File: src/cod_pkg.sv
// Constants, types and reset state for the opcode decoder.
package cod_pkg;

    // Three-bit register field codes.
    localparam logic [2:0] REG_B   = 3'h0;
    localparam logic [2:0] REG_C   = 3'h1;
    localparam logic [2:0] REG_D   = 3'h2;
    localparam logic [2:0] REG_E   = 3'h3;
    localparam logic [2:0] REG_H   = 3'h4;
    localparam logic [2:0] REG_L   = 3'h5;
    localparam logic [2:0] REG_MEM = 3'h6;
    localparam logic [2:0] REG_A   = 3'h7;

    // Two-bit pair field codes; code 3 is the stack pointer or acc/flags.
    localparam logic [1:0] PAIR_BC   = 2'h0;
    localparam logic [1:0] PAIR_DE   = 2'h1;
    localparam logic [1:0] PAIR_HL   = 2'h2;
    localparam logic [1:0] PAIR_HIGH = 2'h3;

    // Condition codes.
    localparam logic [2:0] COND_NOT_ZERO    = 3'h0;
    localparam logic [2:0] COND_ZERO        = 3'h1;
    localparam logic [2:0] COND_NO_CARRY    = 3'h2;
    localparam logic [2:0] COND_CARRY       = 3'h3;
    localparam logic [2:0] COND_PARITY_ODD  = 3'h4;
    localparam logic [2:0] COND_PARITY_EVEN = 3'h5;
    localparam logic [2:0] COND_POSITIVE    = 3'h6;
    localparam logic [2:0] COND_MINUS       = 3'h7;

    // Fixed opcodes.
    localparam logic [7:0] OPC_HALT_SLOT      = 8'h76;
    localparam logic [7:0] OPC_STORE_IMM_MEM  = 8'h36;
    localparam logic [7:0] OPC_STORE_PTR      = 8'h22;
    localparam logic [7:0] OPC_LOAD_PTR       = 8'h2A;
    localparam logic [7:0] OPC_SWAP_PAIRS     = 8'hEB;
    localparam logic [7:0] OPC_SWAP_STACK_TOP = 8'hE3;
    localparam logic [7:0] OPC_SP_INCREMENT   = 8'h33;
    localparam logic [7:0] OPC_SP_DECREMENT   = 8'h3B;
    localparam logic [7:0] OPC_BRANCH_ALWAYS  = 8'hC3;
    localparam logic [7:0] OPC_BRANCH_PTR     = 8'hE9;
    localparam logic [7:0] OPC_SUBCALL        = 8'hCD;

    // Stack pointer step, two's complement.
    localparam logic [2:0] SP_STEP_NONE = 3'h0;
    localparam logic [2:0] SP_STEP_INC1 = 3'h1;
    localparam logic [2:0] SP_STEP_INC2 = 3'h2;
    localparam logic [2:0] SP_STEP_DEC1 = 3'h7;
    localparam logic [2:0] SP_STEP_DEC2 = 3'h6;

    // Operand byte counts.
    localparam logic [1:0] OPND_NONE = 2'h0;
    localparam logic [1:0] OPND_BYTE = 2'h1;
    localparam logic [1:0] OPND_WORD = 2'h2;

    typedef enum logic [4:0] {
        OP_NONE,
        OP_COPY_REGISTER,
        OP_LOAD_REG_FROM_MEM,
        OP_LOAD_IMMEDIATE_BYTE,
        OP_STORE_IMMEDIATE_MEM,
        OP_LOAD_IMMEDIATE_PAIR,
        OP_STORE_ACC_INDIRECT,
        OP_LOAD_ACC_INDIRECT,
        OP_STORE_POINTER_DIRECT,
        OP_LOAD_POINTER_DIRECT,
        OP_SWAP_POINTER_PAIRS,
        OP_PUSH_PAIR,
        OP_POP_PAIR,
        OP_SWAP_STACK_TOP_POINTER,
        OP_PAIR_INCREMENT,
        OP_PAIR_DECREMENT,
        OP_BRANCH_ALWAYS,
        OP_BRANCH_COND,
        OP_BRANCH_TO_POINTER,
        OP_SUBCALL,
        OP_SUBCALL_COND
    } cod_op_type;

    typedef enum logic [1:0] {
        PH_OPCODE,
        PH_LOW,
        PH_HIGH
    } cod_phase_type;

    typedef struct packed {
        cod_phase_type phase;
        cod_op_type    op;
        logic [2:0]    dst;
        logic [2:0]    src;
        logic [1:0]    pair;
        logic          pair_sp;
        logic          pair_af;
        logic [1:0]    opnd_count;
        logic [15:0]   opnd;
        logic [2:0]    cond;
        logic          cond_used;
        logic          taken;
        logic [2:0]    sp_step;
        logic          issue;
        logic          unsupported;
    } cod_state_type;

    localparam cod_state_type COD_STATE_RESET = '{
        phase:       PH_OPCODE,
        op:          OP_NONE,
        dst:         3'h0,
        src:         3'h0,
        pair:        2'h0,
        pair_sp:     1'b0,
        pair_af:     1'b0,
        opnd_count:  2'h0,
        opnd:        16'h0000,
        cond:        3'h0,
        cond_used:   1'b0,
        taken:       1'b0,
        sp_step:     3'h0,
        issue:       1'b0,
        unsupported: 1'b0
    };

endpackage : cod_pkg

File: src/cod_cond_if.sv
// Interface between the decoder and its condition evaluator.
`timescale 1ns/100ps
interface cod_cond_if;
    logic [2:0] cond_code;
    logic       flag_zero;
    logic       flag_carry;
    logic       flag_parity;
    logic       flag_sign;
    logic       holds;

    modport requester (
        output cond_code,
        output flag_zero,
        output flag_carry,
        output flag_parity,
        output flag_sign,
        input  holds
    );

    modport evaluator (
        input  cond_code,
        input  flag_zero,
        input  flag_carry,
        input  flag_parity,
        input  flag_sign,
        output holds
    );
endinterface : cod_cond_if

File: src/cod_cond_eval.sv
// Condition evaluator shared by conditional branches and calls.
`timescale 1ns/100ps
module cod_cond_eval
    import cod_pkg::*;
(
    cod_cond_if.evaluator cond_port
);

    // The parity flag is set for even parity.
    always_comb
    begin
        unique case (cond_port.cond_code)
            COND_NOT_ZERO:    cond_port.holds = ~cond_port.flag_zero;
            COND_ZERO:        cond_port.holds = cond_port.flag_zero;
            COND_NO_CARRY:    cond_port.holds = ~cond_port.flag_carry;
            COND_CARRY:       cond_port.holds = cond_port.flag_carry;
            COND_PARITY_ODD:  cond_port.holds = ~cond_port.flag_parity;
            COND_PARITY_EVEN: cond_port.holds = cond_port.flag_parity;
            COND_POSITIVE:    cond_port.holds = ~cond_port.flag_sign;
            COND_MINUS:       cond_port.holds = cond_port.flag_sign;
        endcase
    end

endmodule : cod_cond_eval

File: src/cod_opcode_decoder.sv
// Opcode decoder with operand byte collection for the 8-bit processor.
`timescale 1ns/100ps
module cod_opcode_decoder
    import cod_pkg::*;
(
    input  wire logic        mclk_in,
    input  wire logic        reset_n_in,
    input  wire logic        byte_valid_in,
    input  wire logic [7:0]  byte_in,
    input  wire logic        flag_zero_in,
    input  wire logic        flag_carry_in,
    input  wire logic        flag_parity_in,
    input  wire logic        flag_sign_in,
    output logic             dec_valid_out,
    output cod_op_type       op_out,
    output logic [2:0]       dst_sel_out,
    output logic [2:0]       src_sel_out,
    output logic             dst_is_mem_out,
    output logic             src_is_mem_out,
    output logic [1:0]       pair_sel_out,
    output logic             pair_is_sp_out,
    output logic             pair_is_acc_flags_out,
    output logic [15:0]      operand_out,
    output logic             cond_taken_out,
    output logic [2:0]       sp_step_out,
    output logic             unsupported_out,
    output logic             busy_out
);

    cod_state_type s_q;
    cod_state_type s_d;
    logic [7:0]    opc;

    cod_cond_if cond_bus ();

    cod_cond_eval u_cond_eval (
        .cond_port (cond_bus.evaluator)
    );

    // Flags are sampled in the cycle that the high operand byte arrives, one cycle before the instruction issues.
    assign cond_bus.flag_zero   = flag_zero_in;
    assign cond_bus.flag_carry  = flag_carry_in;
    assign cond_bus.flag_parity = flag_parity_in;
    assign cond_bus.flag_sign   = flag_sign_in;
    assign opc                  = byte_in;

    // In the opcode phase the code comes from the incoming byte, though no
    // opcode without an operand uses it; otherwise from the captured field.
    assign cond_bus.cond_code = (s_q.phase == PH_OPCODE) ? opc[5:3]
                                                         : s_q.cond;

    always_comb
    begin
        s_d             = s_q;
        s_d.issue       = 1'b0;
        s_d.unsupported = 1'b0;
        unique case (s_q.phase)
            PH_OPCODE:
            begin
                if (byte_valid_in)
                begin
                    s_d.op         = OP_NONE;
                    s_d.dst        = opc[5:3];
                    s_d.src        = opc[2:0];
                    s_d.pair       = opc[5:4];
                    s_d.pair_sp    = 1'b0;
                    s_d.pair_af    = 1'b0;
                    s_d.opnd_count = OPND_NONE;
                    s_d.opnd       = 16'h0000;
                    s_d.cond       = opc[5:3];
                    s_d.cond_used  = 1'b0;
                    s_d.sp_step    = SP_STEP_NONE;
                    // The halt code sits inside the copy pattern, so the
                    // order of these items matters.
                    priority casez (opc)
                        OPC_HALT_SLOT:
                            s_d.unsupported = 1'b1;
                        8'b01???110:
                            s_d.op = OP_LOAD_REG_FROM_MEM;
                        8'b01??????:
                            s_d.op = OP_COPY_REGISTER;
                        OPC_STORE_IMM_MEM:
                        begin
                            s_d.op         = OP_STORE_IMMEDIATE_MEM;
                            s_d.opnd_count = OPND_BYTE;
                        end
                        8'b00???110:
                        begin
                            s_d.op         = OP_LOAD_IMMEDIATE_BYTE;
                            s_d.opnd_count = OPND_BYTE;
                        end
                        8'b00??0001:
                        begin
                            s_d.op         = OP_LOAD_IMMEDIATE_PAIR;
                            s_d.pair_sp    = (opc[5:4] == PAIR_HIGH);
                            s_d.opnd_count = OPND_WORD;
                        end
                        8'b000?0010:
                        begin
                            s_d.op   = OP_STORE_ACC_INDIRECT;
                            s_d.pair = {1'b0, opc[4]};
                        end
                        8'b000?1010:
                        begin
                            s_d.op   = OP_LOAD_ACC_INDIRECT;
                            s_d.pair = {1'b0, opc[4]};
                        end
                        OPC_STORE_PTR:
                        begin
                            s_d.op         = OP_STORE_POINTER_DIRECT;
                            s_d.pair       = PAIR_HL;
                            s_d.opnd_count = OPND_WORD;
                        end
                        OPC_LOAD_PTR:
                        begin
                            s_d.op         = OP_LOAD_POINTER_DIRECT;
                            s_d.pair       = PAIR_HL;
                            s_d.opnd_count = OPND_WORD;
                        end
                        OPC_SWAP_PAIRS:
                        begin
                            s_d.op   = OP_SWAP_POINTER_PAIRS;
                            s_d.pair = PAIR_HL;
                        end
                        OPC_SWAP_STACK_TOP:
                        begin
                            s_d.op   = OP_SWAP_STACK_TOP_POINTER;
                            s_d.pair = PAIR_HL;
                        end
                        8'b11??0101:
                        begin
                            s_d.op      = OP_PUSH_PAIR;
                            s_d.pair_af = (opc[5:4] == PAIR_HIGH);
                            s_d.sp_step = SP_STEP_DEC2;
                        end
                        8'b11??0001:
                        begin
                            s_d.op      = OP_POP_PAIR;
                            s_d.pair_af = (opc[5:4] == PAIR_HIGH);
                            s_d.sp_step = SP_STEP_INC2;
                        end
                        OPC_SP_INCREMENT:
                        begin
                            s_d.op      = OP_PAIR_INCREMENT;
                            s_d.pair_sp = 1'b1;
                            s_d.sp_step = SP_STEP_INC1;
                        end
                        OPC_SP_DECREMENT:
                        begin
                            s_d.op      = OP_PAIR_DECREMENT;
                            s_d.pair_sp = 1'b1;
                            s_d.sp_step = SP_STEP_DEC1;
                        end
                        OPC_BRANCH_ALWAYS:
                        begin
                            s_d.op         = OP_BRANCH_ALWAYS;
                            s_d.opnd_count = OPND_WORD;
                        end
                        8'b11???010:
                        begin
                            s_d.op         = OP_BRANCH_COND;
                            s_d.cond_used  = 1'b1;
                            s_d.opnd_count = OPND_WORD;
                        end
                        OPC_BRANCH_PTR:
                        begin
                            s_d.op   = OP_BRANCH_TO_POINTER;
                            s_d.pair = PAIR_HL;
                        end
                        OPC_SUBCALL:
                        begin
                            s_d.op         = OP_SUBCALL;
                            s_d.sp_step    = SP_STEP_DEC2;
                            s_d.opnd_count = OPND_WORD;
                        end
                        8'b11???100:
                        begin
                            s_d.op         = OP_SUBCALL_COND;
                            s_d.cond_used  = 1'b1;
                            s_d.sp_step    = SP_STEP_DEC2;
                            s_d.opnd_count = OPND_WORD;
                        end
                        default:
                            s_d.unsupported = 1'b1;
                    endcase
                    if (s_d.opnd_count == OPND_NONE)
                    begin
                        s_d.issue = 1'b1;
                        s_d.taken = 1'b1;
                    end
                    else
                    begin
                        s_d.phase = PH_LOW;
                    end
                end
            end
            PH_LOW:
            begin
                if (byte_valid_in)
                begin
                    s_d.opnd[7:0] = byte_in;
                    if (s_q.opnd_count == OPND_BYTE)
                    begin
                        s_d.phase = PH_OPCODE;
                        s_d.issue = 1'b1;
                        s_d.taken = 1'b1;
                    end
                    else
                    begin
                        s_d.phase = PH_HIGH;
                    end
                end
            end
            PH_HIGH:
            begin
                if (byte_valid_in)
                begin
                    s_d.opnd[15:8] = byte_in;
                    s_d.phase      = PH_OPCODE;
                    s_d.issue      = 1'b1;
                    s_d.taken      = s_q.cond_used ? cond_bus.holds
                                                   : 1'b1;
                    // A call that is not taken leaves the stack alone.
                    if (s_q.cond_used && !cond_bus.holds)
                    begin
                        s_d.sp_step = SP_STEP_NONE;
                    end
                end
            end
            default:
            begin
                s_d = COD_STATE_RESET;
            end
        endcase
    end

    // Unsupported opcodes issue as a one-cycle pulse so the sequencer can
    // trap them instead of stalling on a byte that never decodes.
    always_ff @(posedge mclk_in)
    begin
        if (!reset_n_in)
        begin
            s_q <= COD_STATE_RESET;
        end
        else
        begin
            s_q <= s_d;
        end
    end

    assign dec_valid_out         = s_q.issue;
    assign op_out                = s_q.op;
    assign dst_sel_out           = s_q.dst;
    assign src_sel_out           = s_q.src;
    assign dst_is_mem_out        = (s_q.dst == REG_MEM);
    assign src_is_mem_out        = (s_q.src == REG_MEM);
    assign pair_sel_out          = s_q.pair;
    assign pair_is_sp_out        = s_q.pair_sp;
    assign pair_is_acc_flags_out = s_q.pair_af;
    assign operand_out           = s_q.opnd;
    assign cond_taken_out        = s_q.taken;
    assign sp_step_out           = s_q.sp_step;
    assign unsupported_out       = s_q.unsupported;
    assign busy_out              = (s_q.phase != PH_OPCODE);

endmodule : cod_opcode_decoder

File: config.mk
export PLATFORM = sky130hd
export DESIGN_NAME = cod_opcode_decoder
export DESIGN_NICKNAME = d
export VERILOG_FILES = /design/src/cod_pkg.sv /design/src/cod_cond_if.sv /design/src/cod_cond_eval.sv /design/src/cod_opcode_decoder.sv
export SDC_FILE = /design/constraint.sdc
export NUM_CORES = 1
export LEC_CHECK = 0
export ABC_AREA = 1
export BUFFER_PORTS_ARGS = -buffer_cell sky130_fd_sc_hd__buf_2
export CORE_ASPECT_RATIO = 0.8
export CORE_MARGIN = 1
export CORE_UTILIZATION = 35
export CTS_CLUSTER_SIZE = 8
export DETAILED_ROUTE_END_ITERATION = 12
export PLACE_DENSITY_LB_ADDON = 0.12
export SYNTH_ARGS = -nofsm -noshare
export SYNTH_HDL_FRONTEND = slang
export SYNTH_SLANG_ARGS = --single-unit
File: constraint.sdc
create_clock -name mclk_in -period 2.1 [get_ports mclk_in]
set_clock_uncertainty 0.15 [all_clocks]
set_input_delay 0.315 -clock mclk_in [delete_from_list [all_inputs] [get_ports mclk_in]]
set_output_delay 0.315 -clock mclk_in [all_outputs]
set_load 0.01 [all_outputs]
==> results of run 1 <==
## routing by layer
metal / global-route usage (%) / vias to the layer above / wire length, microns / part of all wire [%]
met2: 27.6 / 91 / 2800 / 40
met4: 5.61 / 0 / 85 / 1.2
li1: - / 1303 / - / -
met3: 3.79 / 8 / 524 / 7.5
met5: 0 / - / 0 / 0
met1: 29.2 / 1112 / 3580 / 51
## synthesized netlist by cell type
library cell	number
o21bai_2	1
buf_2	2
ha_1	4
buf_1	1
a31oi_1	1
inv_2	6
clkbuf_1	5
inv_1	37
dfxtp_1	42
nand2_2	8
nand3_1	22
nor3_2	3
clkinv_1	1
a211oi_1	1
a21oi_2	3
buf_4	34
nand2_1	91
nor3b_1	1
o31ai_1	4
nor2_4	2
a21oi_1	42
nand4_1	4
nor3_1	8
nor2_2	5
nor2_1	40
o21ai_0	25
nand3_2	1
## sequential cells by signal, indices dropped and copies added, names as in the netlist
register and flops:
pair_is_sp_out 1, pair_is_acc_flags_out 1, pair_sel_out 2, s_q 6, dst_sel_out 2, dec_valid_out 1
operand_out 16, sp_step_out 3, src_sel_out 3, op_out 5, unsupported_out 1, cond_taken_out 1
## cells in the final DEF (no fill, tap or decap), drive strengths merged, types with 3 or more instances in the layout
| master | instances |
|---|---|
| nor2 | 47 |
| ha | 4 |
| a21oi | 45 |
| inv | 43 |
| nand2 | 99 |
| dfxtp | 42 |
| o21ai | 25 |
| clkinv | 3 |
| nor3 | 11 |
| nand4 | 4 |
| o31ai | 4 |
| nand3 | 23 |
| clkbuf | 5 |
| buf | 69 |
## through the flow
| stage | hold slack, ns | setup WS, ns | setup TNS, ns | power (mW) | instance area (sq um) |
|---|---|---|---|---|---|
| 6_report | 0.156 | 0.194 | 0 | 2.02 | 2910 |
| 5_1_grt | 0.156 | -0.00113 | -0.00113 | 2.16 | 2910 |
| 4_1_cts | 0.145 | 0.0267 | 0 | 2.04 | 2870 |
| 3_5_place_dp | 0.300 | 0.0487 | 0 | 1.48 | 2780 |
| 3_3_place_gp | 0.300 | 0.113 | 0 | 1.48 | 2780 |
| 2_1_floorplan | 0.291 | 0.197 | 0 | 1.33 | 2580 |
## path summary, 6_finish.rpt
check | start | endpoint | slack [ns] | cells past startpoint
worst max-delay path | s_q[43] | sp_step_out[0] | 0.19 | 12
worst max register to register | s_q[43] | sp_step_out[0] | 0.19 | 12
worst min-delay path | byte_in[3] | dst_sel_out[0] | 0.16 | 3
worst min register to register | pair_is_acc_flags_out | pair_is_acc_flags_out | 0.31 | 2
## critical path, cell delays in order, from the launching register on
cell and delay (ns):
dfxtp_1 0.32, inv_1 0.15, ha_4 0.19, buf_4 0.16
nand2_1 0.06, o21ai_0 0.10, nand3_1 0.11, nand3_1 0.10
nand3_2 0.12, nand2_4 0.11, nand2_1 0.07, a21oi_1 0.13
nor2_1 0.05
## cell type report
class	count	area (sq um)
fill	752	4090
multi-input combinational	266	1320
sequential	42	842
timing repair buffer	69	383
inverter	44	165
tap	87	109
clock buffer	5	68.8
clock inverter	3	21.3
## power by group through the flow
stage	Sequential, mW	Combinational (mW)	Clock (mW)
floorplan	0.910	0.423	0
global placement	0.913	0.569	0
detailed placement	0.913	0.567	0
CTS	0.895	0.570	0.572
global route	0.904	0.655	0.605
finish	0.895	0.581	0.546
## logic make-up (layout without fill, tap and decap cells)
kind of cell               count (synthesis)  count (layout)  share of synthesized area (%)
and+or+nand+nor                          185             185                           31.7
buffers and inverters                     86             121                           17.6
AOI/OAI and AO/OA                         77              77                           16.2
DFF                                       42              42                           32.6
adders and majority gates                  4               4                           1.94
==> flow_metrics.env, run 1 <==
export IMPL_outcome="finished with violations"
export IMPL_violations="DRC"
export IMPL_syn_mean_instance_area_sq_um=6.54
export IMPL_stdcell_count=516
export IMPL_area_delta_synth_final_pct=12.7
export IMPL_combPwrFrac_pct=28.7
export IMPL_powerDensity_nw_per_um2=696
export IMPL_antenna_cells=0
export IMPL_grt_max_degree=24
export IMPL_gp_congestion=0.903
export IMPL_synth_top_area_share_pct=32.6
export IMPL_numPortBuffers=54
export IMPL_post_cts_resized=0
export IMPL_cts_sinks=42
export IMPL_max_freq_mhz=525
export IMPL_rows=27
export IMPL_dieHeight_microns=78.8
export IMPL_start_util_pct=36.9
export IMPL_clkPwrFrac_pct=27.0
export IMPL_tightest_slew_ns=0.582
export IMPL_ys_seq_area_share_pct=32.6
export IMPL_drive_above_1_share_pct=25.6
export IMPL_grt_total_usage_pct=19.4
export IMPL_vias=2514
export IMPL_first_global_vias=2281
export IMPL_final_util_pct=41.5
export IMPL_cts_made_buffers=5
export IMPL_synth_area_sq_um=2580
export IMPL_hp_class="in2reg"
export IMPL_antenna_found_initial=0
export IMPL_crit_path_start_kind="flip-flop"
export IMPL_initialDrtViolationCount=160
export IMPL_die_area_sq_um=7720
export IMPL_post_drt_wl_per_cell_microns=13.6
export IMPL_p_leak_nw=1.45
export IMPL_drt_vias_per_instance=4.87
export IMPL_vdd_ir_drop_max_uv=258
export IMPL_first_pass_iters=8
export IMPL_synth_area_top_cells="dfxtp_1, nand2_1, buf_4, a21oi_1, nor2_1"
export IMPL_htree_levels=2
export IMPL_postSynthCellCount=394
export IMPL_pin_count=55
export IMPL_holdBufCountCts=0
export IMPL_slew_viol_final=0
export IMPL_hold_viol=0
export IMPL_fin_crit_ns=1.91
export IMPL_max_cap_violations=0
export IMPL_path_class="reg2reg"
export IMPL_post_route_drc_count=3
export IMPL_core_sq_um=6990
export IMPL_swShare_pct=35.1
export IMPL_synth_seq_cells=42
export IMPL_cp_max_fo=8
export IMPL_path_clk_slew_ns=0.09
export IMPL_synth_top_cell_by_area="dfxtp_1"
export IMPL_drtAntennaViolNets=0
export IMPL_yosysWarnings=0
export IMPL_setup_viol=0
export IMPL_syn_nets=413
export IMPL_die_w_microns=98.0
export IMPL_hpwlAfterDp_mm=5.36
export IMPL_worst_ep_arrival_time_ns=1.96
export IMPL_overflow=0
export IMPL_grt_first_pass_wirelength_mm=11.6
export IMPL_final_nets=447
export IMPL_synth_distinct_cells=27
export IMPL_slew_limit_headroom_pct=61.0
export IMPL_post_cts_buffers=0
export IMPL_place_inst=508
export IMPL_clk_path_buf_depth=2
export IMPL_power_internal_mw=1.31
export IMPL_p_switching_uw=709
export IMPL_cp_required_ns=2.15
export IMPL_pwr_share_seq_pct=44.3
export IMPL_clkLatencyLatePin_ns=0.30
export IMPL_wirelength_mm=7.00
export IMPL_cts_root_buf="clkbuf_8"
export IMPL_cts_tree="done"
export IMPL_cp_end_kind="flip-flop"
export IMPL_finalCritPeriodShare_pct=90.7
(Power assumes the default switching activity.)
==> inputs of run 2 (changes only) <==
clock period = 2.4 ns   (was 2.1 ns; I/O delays follow)
==> flow_metrics.env, run 2 (synthesis results as in run 1) <==
export IMPL_clk_path_buf_depth=2
export IMPL_fin_crit_ns=2.12
export IMPL_rows=27
export IMPL_numPortBuffers=54
export IMPL_first_pass_iters=8
export IMPL_p_switching_uw=610
export IMPL_slew_viol_final=0
export IMPL_worst_ep_arrival_time_ns=2.17
export IMPL_violations="DRC"
export IMPL_drt_vias_per_instance=4.90
export IMPL_place_area_sq_um=2710
export IMPL_powerDensity_nw_per_um2=650
export IMPL_swShare_pct=33.2
export IMPL_rsz0062_at_grt="false"
export IMPL_vdd_ir_drop_max_uv=265
export IMPL_post_drt_wl_per_cell_microns=13.8
export IMPL_path_clk_slew_ns=0.09
export IMPL_drtAntennaViolNets=0
export IMPL_p_leak_nw=1.41
export IMPL_cts_tree="done"
export IMPL_pwr_share_seq_pct=42.7
export IMPL_final_nets=437
export IMPL_combPwrFrac_pct=25.6
export IMPL_first_global_vias=2416
export IMPL_grt_max_degree=20
export IMPL_final_common_cell="nand2_1"
export IMPL_cts_made_buffers=5
export IMPL_fin_tns_setup_ns=0
export IMPL_hp_class="in2reg"
export IMPL_slew_limit_headroom_pct=46.3
export IMPL_cp_required_ns=2.45
export IMPL_pin_count=55
export IMPL_die_w_microns=98.0
export IMPL_antenna_cells=0
export IMPL_core_sq_um=6990
export IMPL_grt_total_usage_pct=19.2
export IMPL_cts_root_buf="clkbuf_8"
export IMPL_max_freq_mhz=471
export IMPL_antenna_found_initial=0
export IMPL_htree_levels=2
export IMPL_wirelength_mm=6.99
export IMPL_fin_area_sq_um=2830
export IMPL_power_internal_mw=1.23
export IMPL_cp_end_kind="flip-flop"
export IMPL_post_place_ws_ns=0.239
export IMPL_largest_reg_flops=16
export IMPL_cts_sinks=42
export IMPL_clkPwrFrac_pct=31.7
export IMPL_hpwlAfterDp_mm=5.24
export IMPL_max_cap_violations=0
export IMPL_post_route_drc_count=3
export IMPL_holdBufCountCts=0
export IMPL_multi_input_area_sq_um=1290
export IMPL_path_class="reg2reg"
export IMPL_clkLatencyLatePin_ns=0.30
export IMPL_dieHeight_microns=78.8
export IMPL_finalCritPeriodShare_pct=88.4
export IMPL_die_area_sq_um=7720
export IMPL_overflow=0
export IMPL_final_util_pct=40.4
export IMPL_gp_congestion=0.942
export IMPL_layout_setup_ws_ns=0.278
export IMPL_crit_path_start_kind="flip-flop"
export IMPL_whs_ns=0.251
export IMPL_n_fill_cell=742
export IMPL_initialDrtViolationCount=112
export IMPL_tightest_slew_ns=0.805
export IMPL_final_cell_mix="nand2_1, buf_2, a21oi_1, dfxtp_1, nor2_1"
export IMPL_start_util_pct=36.9
export IMPL_cp_max_fo=7
export IMPL_area_delta_synth_final_pct=9.56
export IMPL_outcome="finished with violations"
export IMPL_hold_viol=0
export IMPL_setup_viol=0
export IMPL_drive_above_1_share_pct=23.4
export IMPL_regArea_sq_um=842
export IMPL_vias=2477
export IMPL_grt_first_pass_wirelength_mm=11.6
==> run 2: layout make-up <==
| cell class | count | area share [%] |
|---|---|---|
| multi-input cells | 266 | 45.6 |
| flip-flops and latches | 42 | 29.8 |
| repair buffers | 59 | 10.9 |
| inverters | 44 | 5.85 |
| well taps | 87 | 3.85 |
| clock buffers | 5 | 2.44 |
| clock inverters | 3 | 1.59 |
==> run 2: timing repair <==
| item | CTS | global route |
|---|---|---|
| endpoints found under the setup margin | 0 | 3 |
| setup buffers | 0 | 0 |
| resized for setup | 0 | 2 |
==> run 2: worst max-delay path: stages (launching register included) <==
cell and delay [ns]:
dfxtp_1 0.39, inv_1 0.12, ha_1 0.26, inv_2 0.14, nand2_1 0.11, nand2_1 0.09, nand2_1 0.07, nand2_1 0.06
nand2_1 0.05, nand3_1 0.07, nand3_1 0.13, nand2_2 0.14, nand2_1 0.08, a21oi_1 0.13, nor2_1 0.05
==> run 2: final timing paths <==
kind,from,end,cells after the start,slack (ns)
setup / recovery,s_q[44],sp_step_out[0],14,0.28
hold / removal,byte_in[0],src_sel_out[0],3,0.25
setup reg to reg,s_q[44],sp_step_out[0],14,0.28
hold reg to reg,pair_is_acc_flags_out,pair_is_acc_flags_out,2,0.31
==> run 2: power groups by stage <==
stage	registers (mW)	clock network [mW]	logic (mW)
3_5_place_dp	0.799	0	0.470
5_1_grt	0.792	0.626	0.533
3_3_place_gp	0.800	0	0.471
2_1_floorplan	0.796	0	0.370
6_report	0.783	0.582	0.471
4_1_cts	0.783	0.596	0.473
==> run 2: per-layer routing <==
| metal | vias to the layer above | wire length (microns) | global-route usage (%) |
|---|---|---|---|
| met3 | 8 | 461 | 4.23 |
| met1 | 1111 | 3640 | 27.3 |
| met5 | - | 0 | 0 |
| met2 | 78 | 2830 | 28.9 |
| li1 | 1280 | - | - |
| met4 | 0 | 62 | 5.91 |
==> run 2: stage by stage <==
| step | total power, mW | std cells |
|---|---|---|
| after floorplan | 1.17 | 394 |
| after global placement | 1.27 | 498 |
| after detailed placement | 1.27 | 498 |
| after CTS | 1.85 | 506 |
| after global routing | 1.95 | 506 |
| final | 1.84 | 506 |
